===== src/verilog/gtimer_pkg.sv =====
// Shared constants, field layouts and types for the gated 16-bit timer
package gtimer_pkg;

    // ------------------------------------------------------------
    // Register byte addresses
    // ------------------------------------------------------------
    localparam logic [7:0] ADDR_TIMER_CONTROL = 8'h00;
    localparam logic [7:0] ADDR_GATE_CONTROL = 8'h04;
    localparam logic [7:0] ADDR_COUNT_LOW = 8'h08;
    localparam logic [7:0] ADDR_COUNT_HIGH = 8'h0c;
    localparam logic [7:0] ADDR_COMPARE_LOW = 8'h10;
    localparam logic [7:0] ADDR_COMPARE_HIGH = 8'h14;
    localparam logic [7:0] ADDR_EVENT_STATUS = 8'h18;
    localparam logic [7:0] ADDR_TRIGGER_CONTROL = 8'h1c;

    // ------------------------------------------------------------
    // Field encodings and reset values
    // ------------------------------------------------------------
    localparam logic [1:0] CLK_LFOSC = 2'h3;
    localparam logic [1:0] CLK_PIN_OR_XTAL = 2'h2;
    localparam logic [1:0] CLK_SYSTEM = 2'h1;
    localparam logic [1:0] CLK_INSTR = 2'h0;
    localparam logic [1:0] GSRC_COMP_B = 2'h3;
    localparam logic [1:0] GSRC_COMP_A = 2'h2;
    localparam logic [1:0] GSRC_TIMER0 = 2'h1;
    localparam logic [1:0] GSRC_PIN = 2'h0;
    localparam logic [7:0] CONTROL_RESET = 8'h00;
    localparam logic [15:0] COUNT_RESET = 16'h0000;
    localparam logic [15:0] COUNT_MAX = 16'hffff;
    localparam logic [1:0] INSTR_DIV_LAST = 2'h3;
    localparam int STATUS_OVERFLOW_BIT = 0;
    localparam int STATUS_GATE_EVENT_BIT = 1;
    localparam int TRIGGER_ENABLE_BIT = 0;
    localparam int SYNC_STAGES = 2;
    localparam int ASYNC_INPUTS = 6;

    // ------------------------------------------------------------
    // Register layouts
    // ------------------------------------------------------------
    typedef struct packed {
        logic [1:0] clock_source;
        logic [1:0] prescale_select;
        logic secondary_osc_enable;
        logic sync_off;
        logic unused;
        logic run;
    } timer_control_t;

    typedef struct packed {
        logic gate_enable;
        logic gate_polarity;
        logic gate_toggle_mode;
        logic gate_single_pulse_mode;
        logic pulse_acquire_go;
        logic gate_level_status;
        logic [1:0] gate_source_select;
    } gate_control_t;

    // Single-pulse acquisition states
    typedef enum logic [2:0] {
        PULSE_IDLE = 3'b001,
        PULSE_ARMED = 3'b010,
        PULSE_OPEN = 3'b100
    } pulse_state_t;

endpackage : gtimer_pkg


===== src/verilog/gated_16bit_timer.sv =====
// Gated 16-bit timer with APB register access and auto-trigger compare
//
// Added by the designer: the APB slave port and the placing of the registers.
`timescale 1ns/100ps

module gated_16bit_timer
    import gtimer_pkg::*;
#(
    parameter bit OWNS_SECONDARY_OSC = 1'b1
)
(
    input wire logic pclk,
    input wire logic presetn,
    input wire logic warm_reset,
    input wire logic psel,
    input wire logic penable,
    input wire logic pwrite,
    input wire logic [7:0] paddr,
    input wire logic [31:0] pwdata,
    output logic [31:0] prdata,
    output logic pready,
    output logic pslverr,
    input wire logic external_clock_pin,
    input wire logic crystal_in_pin,
    input wire logic low_freq_internal_osc,
    input wire logic gate_pin,
    input wire logic comparator_a_output,
    input wire logic comparator_b_output,
    input wire logic timer0_overflow,
    input wire logic ext_trigger,
    output logic auto_trigger,
    output logic overflow_flag,
    output logic gate_event_flag,
    output logic secondary_osc_enable
);

    // ------------------------------------------------------------
    // Declarations
    // ------------------------------------------------------------
    timer_control_t tctl_r;
    gate_control_t gctl_r;
    logic [15:0] count_r;
    logic [15:0] compare_r;
    logic trig_en_r;
    logic ovf_flag_r;
    logic gate_flag_r;
    logic [31:0] prdata_r;
    logic [ASYNC_INPUTS-1:0] pins_sync;
    logic [ASYNC_INPUTS-1:0] pins_prev_r;
    logic [ASYNC_INPUTS-1:0] pins_rise;
    logic [1:0] instr_div_r;
    logic async_tick;
    logic async_tick_r;
    logic src_tick;
    logic [2:0] presc_r;
    logic [2:0] presc_mask;
    logic presc_tick;
    logic gate_src;
    logic gate_pol;
    logic gate_pol_prev_r;
    logic toggle_r;
    logic gate_t;
    logic gate_t_prev_r;
    pulse_state_t pulse_r;
    pulse_state_t pulse_nxt;
    logic gate_val;
    logic gate_val_prev_r;
    logic count_inc;
    logic trig_clear;
    logic trig_r;
    logic wr_en;
    logic rd_setup;
    logic addr_ok;
    logic wr_low;
    logic wr_high;
    logic go_done;

    // ------------------------------------------------------------
    // APB slave decode
    // ------------------------------------------------------------
    // Zero wait states: every access completes in its first access cycle
    assign pready = 1'b1;
    assign wr_en = psel && penable && pwrite;
    assign rd_setup = psel && !penable && !pwrite;
    always_comb
    begin
        unique case (paddr)
            ADDR_TIMER_CONTROL, ADDR_GATE_CONTROL, ADDR_COUNT_LOW, ADDR_COUNT_HIGH,
            ADDR_COMPARE_LOW, ADDR_COMPARE_HIGH, ADDR_EVENT_STATUS, ADDR_TRIGGER_CONTROL:
                addr_ok = 1'b1;
            default:
                addr_ok = 1'b0;
        endcase
    end
    assign pslverr = psel && penable && !addr_ok;
    assign wr_low = wr_en && (paddr == ADDR_COUNT_LOW);
    assign wr_high = wr_en && (paddr == ADDR_COUNT_HIGH);
    assign prdata = prdata_r;

    // Read data captured in setup so it comes out of a flop
    always_ff @(posedge pclk or negedge presetn)
    begin
        if (!presetn)
            prdata_r <= '0;
        else if (rd_setup)
        begin
            unique case (paddr)
                ADDR_TIMER_CONTROL: prdata_r <= {24'h000000, tctl_r.clock_source, tctl_r.prescale_select,
                    tctl_r.secondary_osc_enable, tctl_r.sync_off, 1'b0, tctl_r.run};
                ADDR_GATE_CONTROL: prdata_r <= {24'h000000, gctl_r[7:3], gate_val,
                    gctl_r.gate_source_select};
                ADDR_COUNT_LOW: prdata_r <= {24'h000000, count_r[7:0]};
                ADDR_COUNT_HIGH: prdata_r <= {24'h000000, count_r[15:8]};
                ADDR_COMPARE_LOW: prdata_r <= {24'h000000, compare_r[7:0]};
                ADDR_COMPARE_HIGH: prdata_r <= {24'h000000, compare_r[15:8]};
                ADDR_EVENT_STATUS: prdata_r <= {30'h00000000, gate_flag_r, ovf_flag_r};
                ADDR_TRIGGER_CONTROL: prdata_r <= {31'h00000000, trig_en_r};
                default: prdata_r <= '0;
            endcase
        end
    end

    // ------------------------------------------------------------
    // Configuration registers
    // ------------------------------------------------------------
    // Only presetn clears these; warm_reset leaves them alone
    always_ff @(posedge pclk or negedge presetn)
    begin
        if (!presetn)
            tctl_r <= CONTROL_RESET;
        else if (wr_en && paddr == ADDR_TIMER_CONTROL)
        begin
            tctl_r <= pwdata[7:0];
            tctl_r.unused <= 1'b0;
            // Later instances have no oscillator, bit stays clear
            tctl_r.secondary_osc_enable <= pwdata[3] && OWNS_SECONDARY_OSC;
        end
    end
    assign secondary_osc_enable = tctl_r.secondary_osc_enable;

    // Gate control; the go bit is set by software and cleared by hardware
    always_ff @(posedge pclk or negedge presetn)
    begin
        if (!presetn)
            gctl_r <= CONTROL_RESET;
        else if (wr_en && paddr == ADDR_GATE_CONTROL)
        begin
            gctl_r <= pwdata[7:0];
            gctl_r.gate_level_status <= 1'b0;
            // Software set beats a hardware clear in the same cycle
            gctl_r.pulse_acquire_go <= pwdata[3] && pwdata[4];
        end
        else if (go_done || !gctl_r.gate_single_pulse_mode)
            gctl_r.pulse_acquire_go <= 1'b0;
    end

    // Compare value and trigger enable
    always_ff @(posedge pclk or negedge presetn)
    begin
        if (!presetn)
        begin
            compare_r <= COUNT_MAX;
            trig_en_r <= 1'b0;
        end
        else if (wr_en)
        begin
            if (paddr == ADDR_COMPARE_LOW)
                compare_r[7:0] <= pwdata[7:0];
            if (paddr == ADDR_COMPARE_HIGH)
                compare_r[15:8] <= pwdata[7:0];
            if (paddr == ADDR_TRIGGER_CONTROL)
                trig_en_r <= pwdata[TRIGGER_ENABLE_BIT];
        end
    end

    // ------------------------------------------------------------
    // Input synchronisers
    // ------------------------------------------------------------
    sync_bank #(
        .WIDTH(ASYNC_INPUTS)
    ) u_sync (
        .pclk(pclk),
        .presetn(presetn),
        .async_in({comparator_b_output, comparator_a_output, gate_pin,
            low_freq_internal_osc, crystal_in_pin, external_clock_pin}),
        .sync_out(pins_sync)
    );

    // Edge history, read only after the second flop
    always_ff @(posedge pclk or negedge presetn)
    begin
        if (!presetn)
            pins_prev_r <= '0;
        else
            pins_prev_r <= pins_sync;
    end
    assign pins_rise = pins_sync & ~pins_prev_r;

    // ------------------------------------------------------------
    // Clock source selection
    // ------------------------------------------------------------
    // Instruction clock is the system clock divided by four
    always_ff @(posedge pclk or negedge presetn)
    begin
        if (!presetn)
            instr_div_r <= '0;
        else
            instr_div_r <= instr_div_r + 2'h1;
    end

    // Rising edges of the slow sources
    always_comb
    begin
        if (tctl_r.clock_source == CLK_LFOSC)
            async_tick = pins_rise[2];
        else if (tctl_r.secondary_osc_enable)
            async_tick = pins_rise[1];
        else
            async_tick = pins_rise[0];
    end

    // Extra resync stage; direct mode trades alignment for a cycle of latency
    always_ff @(posedge pclk or negedge presetn)
    begin
        if (!presetn)
            async_tick_r <= 1'b0;
        else
            async_tick_r <= async_tick;
    end

    always_comb
    begin
        unique case (tctl_r.clock_source)
            CLK_SYSTEM: src_tick = 1'b1;
            CLK_INSTR: src_tick = (instr_div_r == INSTR_DIV_LAST);
            default: src_tick = tctl_r.sync_off ? async_tick : async_tick_r;
        endcase
    end

    // ------------------------------------------------------------
    // Prescaler
    // ------------------------------------------------------------
    assign presc_mask = 3'((4'h1 << tctl_r.prescale_select) - 4'h1);
    assign presc_tick = src_tick && ((presc_r & presc_mask) == presc_mask);

    // A count write restarts the division
    always_ff @(posedge pclk or negedge presetn)
    begin
        if (!presetn)
            presc_r <= '0;
        else if (warm_reset || wr_low || wr_high || !tctl_r.run)
            presc_r <= '0;
        else if (src_tick)
            presc_r <= presc_r + 3'h1;
    end

    // ------------------------------------------------------------
    // Gate conditioning chain
    // ------------------------------------------------------------
    always_comb
    begin
        unique case (gctl_r.gate_source_select)
            GSRC_COMP_B: gate_src = pins_sync[5];
            GSRC_COMP_A: gate_src = pins_sync[4];
            GSRC_TIMER0: gate_src = timer0_overflow;
            default: gate_src = pins_sync[3];
        endcase
    end
    // Active level normalised to high
    assign gate_pol = gctl_r.gate_polarity ? gate_src : !gate_src;

    // Toggle flop on rising active edges
    always_ff @(posedge pclk or negedge presetn)
    begin
        if (!presetn)
        begin
            gate_pol_prev_r <= 1'b0;
            toggle_r <= 1'b0;
        end
        else
        begin
            gate_pol_prev_r <= gate_pol;
            if (warm_reset || !gctl_r.gate_toggle_mode || !tctl_r.run)
                toggle_r <= 1'b0;
            else if (gate_pol && !gate_pol_prev_r)
                toggle_r <= !toggle_r;
        end
    end
    assign gate_t = gctl_r.gate_toggle_mode ? toggle_r : gate_pol;

    // Single pulse: wait for rising edge, open, close on trailing edge
    always_comb
    begin
        pulse_nxt = pulse_r;
        go_done = 1'b0;
        unique case (pulse_r)
            PULSE_IDLE:
                if (gctl_r.pulse_acquire_go)
                    pulse_nxt = PULSE_ARMED;
            PULSE_ARMED:
                if (!gctl_r.pulse_acquire_go)
                    pulse_nxt = PULSE_IDLE;
                else if (gate_t && !gate_t_prev_r)
                    pulse_nxt = PULSE_OPEN;
            PULSE_OPEN:
                if (!gate_t)
                begin
                    pulse_nxt = PULSE_IDLE;
                    go_done = 1'b1;
                end
            default:
                pulse_nxt = PULSE_IDLE;
        endcase
    end

    always_ff @(posedge pclk or negedge presetn)
    begin
        if (!presetn)
        begin
            pulse_r <= PULSE_IDLE;
            gate_t_prev_r <= 1'b0;
        end
        else
        begin
            gate_t_prev_r <= gate_t;
            if (warm_reset || !gctl_r.gate_single_pulse_mode)
                pulse_r <= PULSE_IDLE;
            else
                pulse_r <= pulse_nxt;
        end
    end

    // Level seen by the counter, whatever the gate enable says
    assign gate_val = gctl_r.gate_single_pulse_mode ? (gate_t && pulse_r == PULSE_OPEN) : gate_t;

    // ------------------------------------------------------------
    // Count enable and auto trigger
    // ------------------------------------------------------------
    assign count_inc = presc_tick && tctl_r.run && (!gctl_r.gate_enable || gate_val);

    // Match against compare value makes it the period
    always_ff @(posedge pclk or negedge presetn)
    begin
        if (!presetn)
            trig_r <= 1'b0;
        else
            trig_r <= trig_en_r && count_inc && (count_r == compare_r);
    end
    assign auto_trigger = trig_r;
    assign trig_clear = trig_r || ext_trigger;

    // ------------------------------------------------------------
    // Counter
    // ------------------------------------------------------------
    // Priority: byte write, then trigger clear, then increment
    always_ff @(posedge pclk or negedge presetn)
    begin
        if (!presetn)
            count_r <= COUNT_RESET;
        else if (wr_low || wr_high)
        begin
            if (wr_low)
                count_r[7:0] <= pwdata[7:0];
            if (wr_high)
                count_r[15:8] <= pwdata[7:0];
        end
        else if (trig_clear)
            count_r <= COUNT_RESET;
        else if (count_inc)
            count_r <= count_r + 16'h0001;
    end

    // ------------------------------------------------------------
    // Event flags, write one to clear, set wins
    // ------------------------------------------------------------
    always_ff @(posedge pclk or negedge presetn)
    begin
        if (!presetn)
            gate_val_prev_r <= 1'b0;
        else
            gate_val_prev_r <= gate_val;
    end

    // Trigger clears never reach the overflow flag
    always_ff @(posedge pclk or negedge presetn)
    begin
        if (!presetn)
            ovf_flag_r <= 1'b0;
        else if (count_inc && !trig_clear && !wr_low && !wr_high && count_r == COUNT_MAX)
            ovf_flag_r <= 1'b1;
        else if (wr_en && paddr == ADDR_EVENT_STATUS && pwdata[STATUS_OVERFLOW_BIT])
            ovf_flag_r <= 1'b0;
    end

    // Falling gate level, independent of gate enable
    always_ff @(posedge pclk or negedge presetn)
    begin
        if (!presetn)
            gate_flag_r <= 1'b0;
        else if (gate_val_prev_r && !gate_val)
            gate_flag_r <= 1'b1;
        else if (wr_en && paddr == ADDR_EVENT_STATUS && pwdata[STATUS_GATE_EVENT_BIT])
            gate_flag_r <= 1'b0;
    end

    assign overflow_flag = ovf_flag_r;
    assign gate_event_flag = gate_flag_r;

endmodule : gated_16bit_timer


===== src/verilog/sync_bank.sv =====
// Bank of two-flop synchronisers for asynchronous inputs
`timescale 1ns/100ps

module sync_bank
    import gtimer_pkg::*;
#(
    parameter int WIDTH = ASYNC_INPUTS
)
(
    input wire logic pclk,
    input wire logic presetn,
    input wire logic [WIDTH-1:0] async_in,
    output logic [WIDTH-1:0] sync_out
);

    // ------------------------------------------------------------
    // One pair of flops per input
    // ------------------------------------------------------------
    genvar i;
    generate
        for (i = 0; i < WIDTH; i++)
        begin : g_sync
            logic [SYNC_STAGES-1:0] stage_r;
            // First stage feeds only the second
            always_ff @(posedge pclk or negedge presetn)
            begin
                if (!presetn)
                    stage_r <= '0;
                else
                    stage_r <= {stage_r[SYNC_STAGES-2:0], async_in[i]};
            end
            assign sync_out[i] = stage_r[SYNC_STAGES-1];
        end
    endgenerate

endmodule : sync_bank


===== config.mk =====
export PLATFORM = sky130hd
export DESIGN_NAME = gated_16bit_timer
export DESIGN_NICKNAME = d
export VERILOG_FILES = /design/src/verilog/gtimer_pkg.sv /design/src/verilog/gated_16bit_timer.sv /design/src/verilog/sync_bank.sv
export SDC_FILE = /design/constraint.sdc
export NUM_CORES = 1
export LEC_CHECK = 0
export BUFFER_PORTS_ARGS = -buffer_cell sky130_fd_sc_hd__buf_2
export CORE_MARGIN = 2
export CORE_UTILIZATION = 60
export CTS_BUF_LIST = sky130_fd_sc_hd__clkbuf_8 sky130_fd_sc_hd__clkbuf_16
export CTS_CLUSTER_DIAMETER = 80
export DETAILED_ROUTE_END_ITERATION = 12
export GPL_ROUTABILITY_DRIVEN = 0
export PLACE_DENSITY = 0.86
export SYNTH_ARGS = -nofsm -noshare
export SYNTH_HDL_FRONTEND = slang
export SYNTH_SLANG_ARGS = --single-unit
export TNS_END_PERCENT = 100

===== constraint.sdc =====
create_clock -name pclk -period 4.3 [get_ports pclk]
set_clock_uncertainty 0.15 [all_clocks]
set_input_delay 0.43 -clock pclk [delete_from_list [all_inputs] [get_ports pclk]]
set_output_delay 0.43 -clock pclk [all_outputs]
set_load 0.01 [all_outputs]

After elaboration in Yosys (flattened, before gate mapping)
Memories as Yosys holds them, arrays and structs flattened.
Cells that the tools add are included.
{"block": "classes", "add_sub_neg": 4, "eq_ne": 24, "bitwise_logic": 3, "n_reduce_logical": 66, "muxes": 33, "shift": 1}
{"op": "$pmux 8 s8", "n": 1}
{"op": "$mux 16", "n": 3}
{"op": "$eq 8x5->1 const B", "n": 4}
{"op": "$logic_and 1x1->1", "n": 26}
{"op": "$mux 3", "n": 7}
{"op": "$mux 1", "n": 17}
{"op": "$add 16x1->16 const B", "n": 1}
{"op": "$eq 16x16->1", "n": 1}
{"op": "$eq 16x16->1 const B", "n": 1}
{"op": "$eq 8x4->1 const B", "n": 2}
{"op": "$mux 8", "n": 2}
{"op": "$logic_not 1->1", "n": 15}
{"op": "$logic_or 1x1->1", "n": 10}
{"op": "$reduce_and 2->1", "n": 5}
{"op": "$reduce_bool 2->1", "n": 5}
{"op": "$pmux 3 s3", "n": 1}
{"op": "$eq 2x2->1 const B", "n": 4}
{"op": "$eq 8x3->1 const B", "n": 1}
{"op": "$logic_not 8->1", "n": 1}
{"op": "$and 3x3->3", "n": 2}
{"op": "$ne 3x3->1 const B", "n": 2}
{"op": "$eq 2x1->1 const B", "n": 2}
{"op": "$ne 2x2->1 const B", "n": 2}
{"op": "$ne 4x4->1 const B", "n": 1}
{"op": "other kinds (15)", "n": 15}
{"block": "word_totals", "wordCells": 167, "n_memories": 1, "input_bits": 54, "mem_bits_ro": 32, "out_inout_bits": 38, "reg_bits": 110}
{"name": "(name not given)", "words": 32, "word_bits": 1, "rd": 1, "rd_ports_with_merged_regs": 0, "write_ports": 0, "line_no": "gated_16bit_timer.sv:87", "text": "unique case (paddr)"}

Longest topological paths before layout
{"block": "logic_depth", "word_depth": 14, "depth_mapped": 8, "mapped_depth_nobuf": 7}

Modules after synthesis
Synthesis repeated with hierarchy kept, for this count alone.
{"block": "unflattened", "hier_cells": 435, "hier_area_um2": 4544.4}
{"mod": "gated_16bit_timer", "n_inst": 1, "area_per_inst_um2": 4199.0, "seq_area_each_um2": 1873.0, "cells_per_inst": 417}
{"mod": "sync_bank", "n_inst": 1, "area_per_inst_um2": 345.3, "seq_area_each_um2": 300.3, "cells_per_inst": 18}

Least setup slack after synthesis
Ideal clock, no wire load.
{"block": "synth_timing", "path_type": "input to register", "start": "input port penable", "end": "register count_r[1]", "setup_time_ns": 0.126, "t_required_ns": 4.024, "stages": 7, "path_buffers": 1, "arrival_ns": 2.054, "path_slack_ns": 1.970, "cell_sequence": "and3_1 clkbuf_1 nand4_1 nor2_1 mux2i_1 nor4_1 a311o_1"}
{"block": "synth_via", "elab_chain_len": 6, "word_cells_on_any_way": 9, "cone_classes": "eq/ne (1); mux (1); reduce/logical (7)"}
{"element": "start: declaration", "line_no": "gated_16bit_timer.sv:16", "text": "input wire logic penable,"}
{"element": "$logic_and 1x1->1 * (2 in series)", "line_no": "gated_16bit_timer.sv:83", "text": "assign wr_en = psel && penable && pwrite;"}
{"element": "$logic_and 1x1->1 (on tied branches)", "line_no": "gated_16bit_timer.sv:96, gated_16bit_timer.sv:97"}
{"element": "$logic_or 1x1->1", "line_no": "gated_16bit_timer.sv:360", "text": "else if (wr_low || wr_high)"}
{"element": "$ne 2x2->1 (no source line) or $reduce_bool 3->1 (tied branches)"}
{"element": "$reduce_and 2->1 (no source line)"}
{"element": "end signal: assignment", "line_no": "gated_16bit_timer.sv:363", "text": "count_r[7:0] <= pwdata[7:0];"}
{"element": "end signal: assignment", "line_no": "gated_16bit_timer.sv:370", "text": "count_r <= count_r + 16'h0001;"}
{"element": "end: declaration", "line_no": "gated_16bit_timer.sv:42", "text": "logic [15:0] count_r;"}
Mark *: on every way between the ends. The rest lies on a longest branch, timed or not.
A chain may end at the register's enable or synchronous reset.

Worst setup path in the final report
{"block": "layout_timing", "start": "register gctl_r[0] (netlist bit)", "end": "register count_r[14]"}
{"block": "layout_via", "elab_chain_len": 11, "word_cells_on_any_way": 13, "cone_classes": "eq/ne (3); mux (4); reduce/logical (6)"}
{"element": "start: declaration", "line_no": "gated_16bit_timer.sv:41", "text": "gate_control_t gctl_r;"}
{"element": "start signal: assignment", "line_no": "gated_16bit_timer.sv:148", "text": "gctl_r <= pwdata[7:0];"}
{"element": "$eq 2x1->1 or $eq 2x2->1 (tied branches)", "line_no": "gated_16bit_timer.sv:262", "text": "unique case (gctl_r.gate_source_select)"}
{"element": "$pmux 1 s3 *", "line_no": "gated_16bit_timer.sv:262"}
{"element": "$logic_not 1->1", "line_no": "gated_16bit_timer.sv:270", "text": "assign gate_pol = gctl_r.gate_polarity ? gate_src : !gate_src;"}
{"element": "$mux 1 *", "line_no": "gated_16bit_timer.sv:270"}
{"element": "$mux 1 *", "line_no": "gated_16bit_timer.sv:289", "text": "assign gate_t = gctl_r.gate_toggle_mode ? toggle_r : gate_pol;"}
{"element": "$logic_and 1x1->1", "line_no": "gated_16bit_timer.sv:334", "text": "assign gate_val = gctl_r.gate_single_pulse_mode ? (gate_t && pulse_r == PULSE_OPEN) : gate_t;"}
{"element": "$mux 1 *", "line_no": "gated_16bit_timer.sv:334"}
{"element": "$logic_or 1x1->1 *", "line_no": "gated_16bit_timer.sv:339", "text": "assign count_inc = presc_tick && tctl_r.run && (!gctl_r.gate_enable || gate_val);"}
{"element": "$logic_and 1x1->1 *", "line_no": "gated_16bit_timer.sv:339"}
{"element": "$reduce_bool 3->1 (no source line) *"}
{"element": "$reduce_and 2->1 (no source line) *"}
{"element": "end signal: assignment", "line_no": "gated_16bit_timer.sv:365", "text": "count_r[15:8] <= pwdata[7:0];"}
{"element": "end signal: assignment", "line_no": "gated_16bit_timer.sv:370"}
Marked as above.

==> results.toml <==
[synth]
synth.largest_area_cell = "dfrtp_1"
syn_area_um2 = 4580
ys_top_cells_by_count = "dfrtp_1, nand2_1, mux2_2, nor2_1, buf_4"
ys_types = 66
postSynthAreaPerCell_um2 = 10.7
synth_area_leaders = "dfrtp_1, dfstp_2, mux2_2, buf_4, xor2_1"
synth_seq_cells = 86
synth_cells = 429
synthArstFlopShare_pct = 100
synthFlopType = "dfrtp_1"
synth_xor_area_share_pct = 3.99
synth.area.mux_share_pct = 9.62
synthAdderAreaFrac_pct = 0.820
synth_compound_area_share_pct = 14.1
netlist.area_leader.share_pct = 37.7
post-synth-top-count-cell = "dfrtp_1"
yosys.area_share.simple_pct = 17.6
synth_edf_count = 0
synth-seq-area-share_pct = 47.5
synth_top_family_by_area = "simple AND/OR/NAND/NOR gates"
synth_warnings = 0

[detailed_routing]
detail_route.wl_per_cell_um = 19.8
firstDrtPassIters = 6
vias_per_cell = 6.59
antenna_left = 0
vias = 3794
wirelength_mm = 11.4
drc = 0
initialDrtViolationCount = 400

[clock_tree]
cts.reportedPaths.clkPinSlew_ns = 0.10
clockRootBuffer = "clkbuf_8"
htreeDepth = 3
cts_tree = "yes"
cts_buffers = 9
clk_latency_ns = 0.37
clockBufferDepth = 2
cts.sinks = 86

[grt]
grt_max_degree = 87
grt_pass1_vias = 3589
grt-ovfl-total = 0
grt_first_pass_wirelength_mm = 18.0
grt_usage_pct = 28.0
antenna_found_initial = 0

[die]
ios = 92
start_util_pct = 62.5
num_rows = 31
dieHeight_um = 91.4
die_w_um = 91.4
die_area_um2 = 8350
coreArea_um2 = 7330

[timing]
slew_headroom_pct = 29.0
tightest_slew_ns = 1.06
final.setup.tns_ns = 0
setup_viol = 0
max_freq_mhz = 373
min_period_over_period_pct = 62.3
finalHoldViolCount = 0
rsz0062_at_grt = "false"
period_needed_ns = 2.68
drv_slew = 0

[critical_path]
endpoint_kind = "register"
critPathMaxFanout = 13
critPathLaunchType = "register"
worstPathArrival_ns = 2.84
worstSetupPathType = "reg -> reg"
crit_required_ns = 4.46

[power_and_ir_drop]
peakVddDrop_mv = 0.239
power_density_nw_per_um2 = 315
fin_total_pwr_mw = 1.58
cellLeakagePower_nw = 2.29

[finish]
register_area_um2 = 2170
diodes = 0
area_delta_synth_final_pct = 9.37
final.fill_count = 540
drive_above_1_share_pct = 26.4
multi_input_area_um2 = 2210
fin_nets = 529

[place]
hpwlAfterDp_mm = 7.87
port_buffers = 42

[worst_hold_path]
hp-class = "in -> reg"

[run]
maxCapViolCount = 0

[run_status]
status = "complete, no violations"
final cells by class:
class                      instances  share of cell area [%]
clock buffer                       9                    2.47
clock inverter                     7                    1.60
inverter                          10                   0.749
multi-input combinational        318                    44.2
sequential                        86                    43.4
tap                               99                    2.47
timing repair buffer              47                    5.15
registers in the layout (all words and copies together) (netlist names), 2 cells and up:
name	count
compare_r	16
count_r	16
gctl_r	7
instr_div_r	2
pins_prev_r	3
prdata	8
presc_r	3
pulse_r	3
tctl_r	6
u_sync.g_sync.stage_r	12
layout by cell type (no fill, tap or decap), types with 8 or more instances in the layout:
cell and count:
a21oi_1 11, and3_1 11, buf_2 41, clkbuf_8 9
conb_1 25, dfrtp_1 69, dfstp_2 17, inv_1 10
mux2_2 30, mux2i_1 8, nand2_1 38, nand3_1 16
nand4_1 10, nor2_1 29, nor3_1 8, o21ai_0 8
o311ai_1 10, xor2_1 17
final timing paths:
kind                                                        from  slack [ns]  cells past startpoint                                     to
min reg2reg                u_sync.g_sync[1].stage_r[0]$_DFF_PN0_        0.20                      0  u_sync.g_sync[1].stage_r[1]$_DFF_PN0_
max                                        gctl_r[0]$_DFFE_PN0P_        1.62                      6                count_r[14]$_DFFE_PN0P_
min                                        low_freq_internal_osc        0.02                      1  u_sync.g_sync[2].stage_r[0]$_DFF_PN0_
max reg2reg                                gctl_r[0]$_DFFE_PN0P_        1.62                      6                count_r[14]$_DFFE_PN0P_
min in group asynchronous                                presetn        0.11                      1                gate_t_prev_r$_DFF_PN0_
max in group asynchronous                                presetn        3.25                      1              overflow_flag$_DFFE_PN0P_
per-stage QoR:
| stage | setup WS, ns | area (um^2) | utilization (%) | std cells | hold WS [ns] |
|---|---|---|---|---|---|
| 4_1_cts | 1.62 | 4980 | 67.9 | 573 | 0.00232 |
| 3_3_place_gp | 1.49 | 4770 | 65.1 | 557 | 0.184 |
| 6_report | 1.62 | 5010 | 68.3 | 576 | 0.0207 |
| 2_1_floorplan | 1.97 | 4670 | - | 452 | -0.0156 |
| 3_5_place_dp | 1.45 | 4770 | 65.1 | 557 | 0.187 |
| 5_1_grt | 1.54 | 5010 | 68.3 | 576 | 0.0118 |
kinds of logic after synthesis:
| group | Yosys count |
|---|---|
| multiplexers | 39 |
| AO/OA/AOI/OAI | 81 |
| AND/OR/NAND/NOR | 150 |
| other | 2 |
| XOR/XNOR | 20 |
| flip-flops | 86 |
| adder cells (fa/ha/maj) | 3 |
| buffers and inverters | 48 |
per-layer routing:
metal  up-vias  part of all wire (%)  global-route usage [%]
met4         0                   4.8                    16.5
met3        55                    10                    4.32
li1       1637                     -                       -
met2       290                    47                    43.4
met1      1812                    38                    37.4
met5         -                     0                       0
critical path: stages, from the launching register on:
cell and delay, ns:
dfrtp_1 0.41, mux4_2 0.56, xor2_2 0.21, o211ai_4 0.32, nand3_2 0.29, or4_1 0.59
nand3_1 0.08
where the power goes:
group          switching [mW]  internal (mW)  total (mW)
clock                   0.308          0.276       0.584
combinational          0.0895         0.0467       0.136
sequential             0.0216          0.838       0.859
what timing repair did:
action,CTS,global route
hold endpoints to repair,0,3
buffers inserted,0,0
gates resized for setup,0,0
hold buffers,0,3
Note: power is estimated with default switching activity, not from simulation.
